==> src/pkg/smid_consts.svh <==
// Constants for the shift, move and indirect load datapath.
`ifndef SMID_CONSTS_SVH
`define SMID_CONSTS_SVH
`define SMID_DW 8
`define SMID_AW 16
`define SMID_FW 7
`define SMID_KW 6
`define SMID_NPTR 2
`define SMID_WIN0_ADDR 7'h00
`define SMID_WIN1_ADDR 7'h01
`define SMID_ACC_RST 8'h00
`define SMID_PTR_RST 16'h0000
`define SMID_PTR_STEP 16'h0001
`define SMID_MODE_PREINC 2'h0
`define SMID_MODE_PREDEC 2'h1
`define SMID_MODE_POSTINC 2'h2
`define SMID_MODE_POSTDEC 2'h3
`endif

==> src/pkg/smid_pkg.sv <==
// Types shared by the shift, move and indirect load datapath.
`include "smid_consts.svh"
package smid_pkg;
   typedef enum logic [1:0] {
      SMID_LOGICAL_SHIFT_LEFT_OP = 2'h0,
      SMID_LOGICAL_SHIFT_RIGHT_OP = 2'h1,
      SMID_MOVE_FILE_OP = 2'h2,
      SMID_INDIRECT_LOAD_OP = 2'h3
   } smid_opc_t;

   typedef enum logic [1:0] {
      SMID_IDLE = 2'b00,
      SMID_READ = 2'b01,
      SMID_EXEC = 2'b11
   } smid_state_t;

   typedef struct packed {
      smid_opc_t opc;
      logic dest_file;
      logic ptr_sel;
      logic rel;
      logic [1:0] mode;
      logic [`SMID_KW-1:0] offset;
      logic [`SMID_FW-1:0] faddr;
   } smid_op_t;
endpackage

==> src/design/smid_ptr_bank.sv <==
// The two pointer registers with update and load ports.
`timescale 1ns/1ns
`include "smid_consts.svh"
module smid_ptr_bank
   import smid_pkg::*;
(
   input wire logic clk_sys,
   input wire logic nrst,
   input wire logic upd_en,
   input wire logic upd_sel,
   input wire logic [`SMID_AW-1:0] upd_data,
   input wire logic ld_en,
   input wire logic ld_sel,
   input wire logic [`SMID_AW-1:0] ld_data,
   output logic [`SMID_NPTR-1:0][`SMID_AW-1:0] ptr_q
);
   wire [`SMID_NPTR-1:0][`SMID_AW-1:0] ptr_d;
   genvar i;
   generate
      for (i = 0; i < `SMID_NPTR; i = i + 1) begin : g_ptr
         wire upd_hit = upd_en && (upd_sel == 1'(i));
         wire ld_hit = ld_en && (ld_sel == 1'(i));
         // The datapath update wins over a load from the core.
         assign ptr_d[i] = upd_hit ? upd_data :
                           ld_hit ? ld_data : ptr_q[i];
      end
   endgenerate

   // One register process for both pointers keeps a single writer.
   always_ff @(posedge clk_sys or negedge nrst) begin
      if (!nrst) begin
         ptr_q <= {`SMID_NPTR{`SMID_PTR_RST}};
      end else begin
         ptr_q <= ptr_d;
      end
   end
endmodule

==> src/design/smid_datapath.sv <==
// Datapath for shifts, the file move and the indirect load.
//
// Operation
// (RULE_01) Shift left: bit7 to carry, zero in.
// (RULE_02) Shift right: bit0 to carry, zero in.
// (RULE_03) Shift result to accumulator or file register.
// (RULE_04) File move to accumulator or back to file.
// (RULE_05) File move changes only the zero flag.
// (RULE_06) Indirect address: pointer plus one, minus one, offset.
// (RULE_07) Pointer steps after load; offset mode keeps it.
// (RULE_08) Window register access uses pointer as address.
// (RULE_09) Pointer is 16 bits and wraps around.
// (RULE_10) Zero flag set when 8-bit result zero.
`timescale 1ns/1ns
`include "smid_consts.svh"
module smid_datapath
   import smid_pkg::*;
(
   input wire logic clk_sys,
   input wire logic nrst,
   input wire logic op_valid,
   input wire smid_op_t op,
   input wire logic [`SMID_DW-1:0] mem_rdata,
   input wire logic ptr_ld,
   input wire logic ptr_ld_sel,
   input wire logic [`SMID_AW-1:0] ptr_ld_data,
   output logic busy_q,
   output logic done_q,
   output logic mem_rd_q,
   output logic mem_wr_q,
   output logic [`SMID_AW-1:0] mem_addr_q,
   output logic [`SMID_DW-1:0] mem_wdata_q,
   output logic [`SMID_DW-1:0] acc_q,
   output logic carry_q,
   output logic zero_q,
   output logic [`SMID_NPTR-1:0][`SMID_AW-1:0] ptr_q
);
   smid_state_t state_q;
   smid_state_t state_d;
   smid_op_t op_q;

   wire take = (state_q == SMID_IDLE) && op_valid;
   wire is_ldi = (op.opc == SMID_INDIRECT_LOAD_OP);

   // Effective address and pointer step for the indirect load.
   wire [`SMID_AW-1:0] ptr_cur = ptr_q[op.ptr_sel];
   wire [`SMID_AW-1:0] koff = {{(`SMID_AW-`SMID_KW){op.offset[`SMID_KW-1]}},
                               op.offset};
   wire [`SMID_AW-1:0] ptr_inc = ptr_cur + `SMID_PTR_STEP; // [RULE_09]
   wire [`SMID_AW-1:0] ptr_dec = ptr_cur - `SMID_PTR_STEP; // [RULE_09]
   wire [`SMID_AW-1:0] ptr_rel = ptr_cur + koff;
   wire [`SMID_AW-1:0] ind_ea =
      op.rel ? ptr_rel :
      (op.mode == `SMID_MODE_PREINC) ? ptr_inc :
      (op.mode == `SMID_MODE_PREDEC) ? ptr_dec : ptr_cur; // [RULE_06]
   wire [`SMID_AW-1:0] ptr_new = op.mode[0] ? ptr_dec : ptr_inc; // [RULE_07]
   wire ptr_upd = take && is_ldi && !op.rel; // [RULE_07]

   // A file access to a window register goes to its pointer's address.
   wire win0 = (op.faddr == `SMID_WIN0_ADDR);
   wire win1 = (op.faddr == `SMID_WIN1_ADDR);
   wire [`SMID_AW-1:0] file_ea =
      win1 ? ptr_q[1] :
      win0 ? ptr_q[0] :
      {{(`SMID_AW-`SMID_FW){1'b0}}, op.faddr}; // [RULE_08]
   wire [`SMID_AW-1:0] addr_d = is_ldi ? ind_ea : file_ea;

   // Result of the operation held in op_q on the returned data.
   wire q_lsl = (op_q.opc == SMID_LOGICAL_SHIFT_LEFT_OP);
   wire q_lsr = (op_q.opc == SMID_LOGICAL_SHIFT_RIGHT_OP);
   wire q_ldi = (op_q.opc == SMID_INDIRECT_LOAD_OP);
   wire q_shift = q_lsl || q_lsr;
   wire [`SMID_DW-1:0] res =
      q_lsl ? {mem_rdata[`SMID_DW-2:0], 1'b0} : // [RULE_01]
      q_lsr ? {1'b0, mem_rdata[`SMID_DW-1:1]} : // [RULE_02]
      mem_rdata;
   wire shift_out = q_lsl ? mem_rdata[`SMID_DW-1] : mem_rdata[0];
   wire exec = (state_q == SMID_EXEC);
   wire to_file = exec && op_q.dest_file && !q_ldi; // [RULE_03] [RULE_04]
   wire to_acc = exec && (q_ldi || !op_q.dest_file); // [RULE_03] [RULE_04]
   wire res_zero = (res == `SMID_ACC_RST); // [RULE_10]

   always_comb begin
      case (state_q)
         SMID_IDLE: state_d = take ? SMID_READ : SMID_IDLE;
         SMID_READ: state_d = SMID_EXEC;
         SMID_EXEC: state_d = SMID_IDLE;
         default: state_d = SMID_IDLE;
      endcase
   end

   smid_ptr_bank u_ptr (
      .clk_sys(clk_sys),
      .nrst(nrst),
      .upd_en(ptr_upd),
      .upd_sel(op.ptr_sel),
      .upd_data(ptr_new),
      .ld_en(ptr_ld),
      .ld_sel(ptr_ld_sel),
      .ld_data(ptr_ld_data),
      .ptr_q(ptr_q)
   );

   always_ff @(posedge clk_sys or negedge nrst) begin
      if (!nrst) begin
         state_q <= SMID_IDLE;
         op_q <= '0;
         busy_q <= 1'b0;
         done_q <= 1'b0;
         mem_rd_q <= 1'b0;
         mem_addr_q <= `SMID_PTR_RST;
      end else begin
         state_q <= state_d;
         busy_q <= (state_d != SMID_IDLE);
         done_q <= exec;
         mem_rd_q <= take;
         if (take) begin
            op_q <= op;
            mem_addr_q <= addr_d;
         end
      end
   end

   always_ff @(posedge clk_sys or negedge nrst) begin
      if (!nrst) begin
         mem_wr_q <= 1'b0;
         mem_wdata_q <= `SMID_ACC_RST;
         acc_q <= `SMID_ACC_RST;
         carry_q <= 1'b0;
         zero_q <= 1'b0;
      end else begin
         mem_wr_q <= to_file;
         if (to_file) begin
            mem_wdata_q <= res;
         end
         if (to_acc) begin
            acc_q <= res;
         end
         if (exec && q_shift) begin
            carry_q <= shift_out; // [RULE_01] [RULE_02]
         end
         if (exec) begin
            zero_q <= res_zero; // [RULE_05] [RULE_10]
         end
      end
   end

   wire [`SMID_AW-1:0] ptr_sel_q = ptr_q[op_q.ptr_sel];
endmodule

==> config.mk <==
export PLATFORM = sky130hd
export DESIGN_NAME = smid_datapath
export DESIGN_NICKNAME = d
export VERILOG_FILES = /design/src/pkg/smid_pkg.sv /design/src/design/smid_ptr_bank.sv /design/src/design/smid_datapath.sv
export VERILOG_INCLUDE_DIRS = /design/src /design/src/pkg
export SDC_FILE = /design/constraint.sdc
export NUM_CORES = 1
export LEC_CHECK = 0
export ABC_AREA = 0
export BUFFER_PORTS_ARGS = -buffer_cell sky130_fd_sc_hd__buf_2
export CAP_MARGIN = 20
export CORE_MARGIN = 4
export CORE_UTILIZATION = 40
export CTS_CLUSTER_SIZE = 14
export DETAILED_ROUTE_END_ITERATION = 16
export PLACE_DENSITY = 0.73
export SETUP_SLACK_MARGIN = 0.02
export SYNTH_ARGS = -nofsm -noshare
export SYNTH_HDL_FRONTEND = slang
export SYNTH_SLANG_ARGS = --single-unit
==> constraint.sdc <==
create_clock -name clk_sys -period 3.7 [get_ports clk_sys]
set_input_delay 0.37 -clock clk_sys [delete_from_list [all_inputs] [get_ports clk_sys]]
set_output_delay 0.37 -clock clk_sys [all_outputs]
set_load 0.01 [all_outputs]
Yosys cells after proc, flatten, opt, wreduce, memory -nomap -nowiden
Index checks and enable logic that the tools add are counted.
- word-level logic and storage cells: 69
- bits of input ports: 49
- register bits: 75
- eq/ne operators: 7
- reductions and logical operators: 24
- multiplexer cells: 18
- bitwise logic cells: 2
- order comparisons: 1
- add/subtract/negate cells: 3
- operator list (cell ; count):
    2-to-1 mux 16 bit ; 13
    adder 16 x 1 -> 16 bit (second input constant) ; 1
    adder 16 bit ; 1
    2-to-1 mux 8 bit ; 2
    subtractor 16 x 1 -> 16 bit (second input constant) ; 1
    logical AND 1 bit ; 11
    logical NOT 8 bit ; 1
    == test 7 x 1 -> 1 bit (second input constant) ; 1
    logical NOT 7 bit ; 1
    == test 2 x 1 -> 1 bit (second input constant) ; 3
    == test 2 bit (second input constant) ; 3
    logical NOT 2 bit ; 3
    nonzero test 2 bit ; 3
    one-hot mux 2 bit (2 select lines) ; 1
    logical NOT 1 bit ; 3
    logical OR 1 bit ; 2
    < comparator 1 x 2 -> 1 bit (second input constant) ; 1
    2-to-1 mux 1 bit ; 2
    inverter 1 bit ; 2

Logic depth before layout (Yosys ltp)
- depth after elaboration: 7
- depth in mapped cells: 15

Cells and area by module
A second synthesis with hierarchy kept.
- cells, all modules: 641
- area total of the unflattened synthesis: 5612.9 sq um
- by module, submodules not included (module ; area each (sq um) ; sequential area each (sq um) ; cells an instance ; instances):
    smid_datapath ; 4085.2 ; 1076.0 ; 515 ; 1
    smid_ptr_bank ; 1527.7 ; 800.8 ; 126 ; 1

Least setup slack after synthesis
Ideal clock, no wire load.
- path kind: input -> register
- start point: in op[16] (netlist name)
- end point: reg mem_addr_q[8]
- cell stages on the path: 15
- path buffers: 4
- arrival time: 3.203 ns
- slack: 0.365 ns
- required time: 3.568 ns
- cells stage by stage: buf_6 buf_6 buf_6 buf_4 mux2i_1 inv_1 ha_1 fa_1 a211oi_1 o21bai_1 a21oi_1 o21ai_0 xor2_1 a221oi_1 o21ai_1
- cells in the longest elaborated chain, start to end: 7
- RTL lines (item ; RTL line ; source):
    start: declaration ; smid_datapath.sv:22 ; input wire smid_op_t op,
    2-to-1 mux 16 bit (implied by the code) (*) (2 in series) ; smid_datapath.sv:46 ; wire [`SMID_AW-1:0] ptr_cur = ptr_q[op.ptr_sel];
    subtractor 16 x 1 -> 16 bit (no source line) ; -- ;
    2-to-1 mux 16 bit ; smid_datapath.sv:55 ; (op.mode == `SMID_MODE_PREDEC) ? ptr_dec : ptr_cur;
    2-to-1 mux 16 bit ; smid_datapath.sv:54 ; (op.mode == `SMID_MODE_PREINC) ? ptr_inc :
    2-to-1 mux 16 bit (*) ; smid_datapath.sv:53 ; op.rel ? ptr_rel :
    2-to-1 mux 16 bit (*) ; smid_datapath.sv:66 ; wire [`SMID_AW-1:0] addr_d = is_ldi ? ind_ea : file_ea;
    end signal: assignment ; smid_datapath.sv:111 ; mem_addr_q <= `SMID_PTR_RST;
    end signal: assignment ; smid_datapath.sv:119 ; mem_addr_q <= addr_d;
    end: declaration ; smid_datapath.sv:31 ; output logic [`SMID_AW-1:0] mem_addr_q,
Every way passes the cells marked *; elsewhere a longest branch is shown, timed or not. The select of a mux whose other input is x is not followed.
A chain may end at the register's enable or synchronous reset.

Worst setup path after layout
- start point: reg u_ptr.ptr_q[0] (netlist name)
- end point: reg mem_addr_q[12]
- cells in the longest elaborated chain, start to end: 7
- RTL lines (item ; RTL line ; source):
    start: declaration ; smid_ptr_bank.sv:15 ; output logic [`SMID_NPTR-1:0][`SMID_AW-1:0] ptr_q
    start signal: assignment ; smid_ptr_bank.sv:32 ; ptr_q <= {`SMID_NPTR{`SMID_PTR_RST}};
    start signal: assignment ; smid_ptr_bank.sv:34 ; ptr_q <= ptr_d;
    2-to-1 mux 16 bit (implied by the code) (*) (2 in series) ; smid_datapath.sv:46 ;
    subtractor 16 x 1 -> 16 bit (no source line) ; -- ;
    2-to-1 mux 16 bit ; smid_datapath.sv:55 ;
    2-to-1 mux 16 bit ; smid_datapath.sv:54 ;
    2-to-1 mux 16 bit (*) ; smid_datapath.sv:53 ;
    2-to-1 mux 16 bit (*) ; smid_datapath.sv:66 ;
Marks and branches as above.

==> flow_summary.json <==
{
  "drcViolationCount": 0,
  "fin_util_pct": 49.2,
  "async_flop_share_pct": 100,
  "critPathArrivalTime_ns": 3.37,
  "first_pass_iters": 5,
  "worst-setup-path-type": "reg -> reg",
  "post_drt_wl_per_cell_um": 18.0,
  "antenna_found_initial": 0,
  "preCtsSetupSlack_ns": 0.520,
  "cts_hold_buffers": 0,
  "clockBufferDepth": 2,
  "dr_wl_met2_mm": 8.16,
  "syn_area_mm2": 0.00554,
  "dr.max_layer_used": "met4",
  "synth_cell_types": 69,
  "seqPwrFrac_pct": 34.5,
  "crit_family": "compound AO/OA/AOI/OAI gates",
  "crit_start": "u_ptr.ptr_q[0]",
  "fin_crit_ns": 3.15,
  "tightest_slew_ns": 0.964,
  "grt_max_degree": 76,
  "startpoint_type": "flip-flop",
  "nFillCells": 1306,
  "wl_met3_mm": 1.14,
  "routabilityCongestion": 0.919,
  "cts_setup_buffers": 0,
  "cts_tree": "done",
  "crit_path_max_fanout": 8,
  "cts_sinks": 75,
  "grt_overflow": 0,
  "critPathCaptureType": "flip-flop",
  "synth_flop_cell": "dfrtp_1",
  "r2r-start": "u_ptr.ptr_q[0]",
  "skew_ns": 0.00575,
  "synth.most_common_cell": "nand2_1",
  "fp.coreArea_mm2": 0.0134,
  "die_w_um": 126,
  "crit_chain": "mux2i_1 -> inv_1 -> ha_1 -> fa_1 -> a211oi_1 -> o21ai_0 -> a21oi_1 -> o21ai_0 -> xnor2_1 -> o221ai_1 -> o21ai_1",
  "die_h_um": 126,
  "slowest_stage": "dfrtp_1",
  "start_util_pct": 41.3,
  "whs_ns": 0.173,
  "clk_root_buffer_cell": "clkbuf_16",
  "grt_pass1_wl_mm": 26.6,
  "fin_nets": 814,
  "ys_seq_area_share_pct": 33.9,
  "n_antenna_cell": 0,
  "syn_to_final_growth_pct": 19.1,
  "wirelength_mm": 16.7,
  "swShare_pct": 40.7,
  "setup_viol_count_final": 0,
  "synth.avg_cell_area_um2": 8.71,
  "pwr-share-clk_pct": 21.1,
  "antenna_left": 0,
  "wl_met1_mm": 7.03,
  "powerDensity_mw_per_mm2": 618,
  "required_ns": 3.92,
  "drt_iter0_markers": 399,
  "max_stage_delay_ns": 0.48,
  "rows": 42,
  "p_leak_uw": 0.00302,
  "vias": 5296,
  "vias_per_cell": 5.71,
  "status": "complete, no violations",
  "synth_top_area_cell": "dfrtp_1",
  "setup_tns_ns": 0,
  "hold_viol": 0,
  "p_sw_uw": 1660,
  "ys_top_cells_by_area": "dfrtp_1, mux2i_1, nand2_1",
  "finalWorstSetupSlack_ns": 0.548,
  "ioPinCount": 119,
  "synth_top_area_share_pct": 33.9,
  "relSlewSlack_pct": 35.8,
  "hp-class": "in -> async",
  "synth-seq-cells": 75,
  "synth_cells": 636,
  "numCtsBuffers": 9,
  "drv_cap": 0,
  "die_area_mm2": 0.0158,
  "synth_common_cells": "nand2_1, dfrtp_1, nor2_1",
  "drv_slew": 0,
  "synth_nets": 703,
  "worst_ir_drop_vdd_uv": 338,
  "cts.clk_slew.worst_paths_ns": 0.06,
  "grt.total_usage_pct": 20.8,
  "clock.fmax_ghz": 0.317,
  "intPower_uw": 2420,
  "synth-edff-count": 0,
  "cts_resized": 0,
  "htreeDepth": 3,
  "rrSetupSlack_ns": 0.55,
  "final.period_utilization_pct": 85.2,
  "grt_pass1_vias": 5028,
  "comb_power_share_pct": 44.4,
  "insertion_delay_ns": 0.34,
  "crit_path_frequent_cell": "o21ai_0",
  "portBuffers": 118,
  "drive_gt1_share_pct": 26.0,
  "yosys_warnings": 0,
  "hpwl_mm": 12.6,
  "rsz0062_at_grt": "no",
  "critical_path_buf_inv_count": 1
}
[kinds of logic after synthesis]
group	count (synthesis)	synth area share, %
xor+xnor	37	5.85
fa+ha+maj	18	4.20
compound gates	188	22.2
flops	75	33.9
simple gates	208	18.0
mux	63	12.2
buf+inv	47	3.68
[power by group through the flow]
stage,Combinational [uW],Sequential [uW],Clock [uW]
after global routing,2010,1450,907
after detailed placement,1810,1420,0
final,1810,1410,861
after floorplan,1100,1450,0
after global placement,1780,1410,0
after CTS,1820,1400,874
[layout make-up]
cell class	count	area, um^2	area share, %
clock buffer	10	229	3.47
multi-input combinational	514	3460	52.5
inverter	18	67.6	1.02
clock inverter	5	55.1	0.835
tap	176	220	3.34
sequential	75	1880	28.5
timing repair buffer	129	683	10.4
[routing by layer]
metal / GRT usage (%) / vias to the layer above
met5: 0 / -
met4: 6.51 / 0
li1: - / 2531
met1: 27.1 / 2511
met2: 34.4 / 220
met3: 4.57 / 34
[registers in the layout, summed over array words and instances (netlist names)]
| register | count |
|---|---|
| acc_q | 8 |
| busy_q | 1 |
| carry_q | 1 |
| done_q | 1 |
| mem_addr_q | 16 |
| mem_rd_q | 1 |
| mem_wdata_q | 8 |
| mem_wr_q | 1 |
| op_q | 3 |
| state_q | 2 |
| u_ptr.ptr_q | 32 |
| zero_q | 1 |
[worst reg2reg max path, stage by stage (launching register included)]
cell and delay, ns:
dfrtp_1 0.48, mux2i_1 0.30, inv_1 0.12, ha_1 0.24, fa_1 0.43, a211oi_1 0.41
o21ai_0 0.16, a21oi_1 0.32, o21ai_0 0.18, xnor2_1 0.14, o221ai_1 0.17, o21ai_1 0.08
[through the flow]
stage | std cells | power (uW) | cell area [um^2]
after floorplan | 636 | 2550 | 5540
after global placement | 911 | 3190 | 6300
after detailed placement | 911 | 3220 | 6300
after CTS | 926 | 4100 | 6580
after global routing | 927 | 4360 | 6600
final | 927 | 4080 | 6600
[worst paths after layout]
kind | depth (start not counted) | end
max in group asynchronous | 1 | u_ptr.ptr_q[20]
min in group clk_sys | 3 | op_q[17]
worst min register to register | 2 | mem_wdata_q[0]
worst max register to register | 11 | mem_addr_q[12]
worst max-delay path | 11 | mem_addr_q[12]
worst min-delay path | 1 | mem_wdata_q[7]
[placed cells by master, fill, tap and decap left out, types with 17 or more instances in the layout]
cell / n
nor2_1: 53
mux2i_1: 34
buf_2: 117
mux2_2: 25
o21ai_0: 53
a211oi_1: 17
ha_1: 17
dfrtp_1: 75
a21oi_1: 51
xnor2_1: 28
nand2_1: 79
Note: power is estimated with default switching activity, not from simulation.
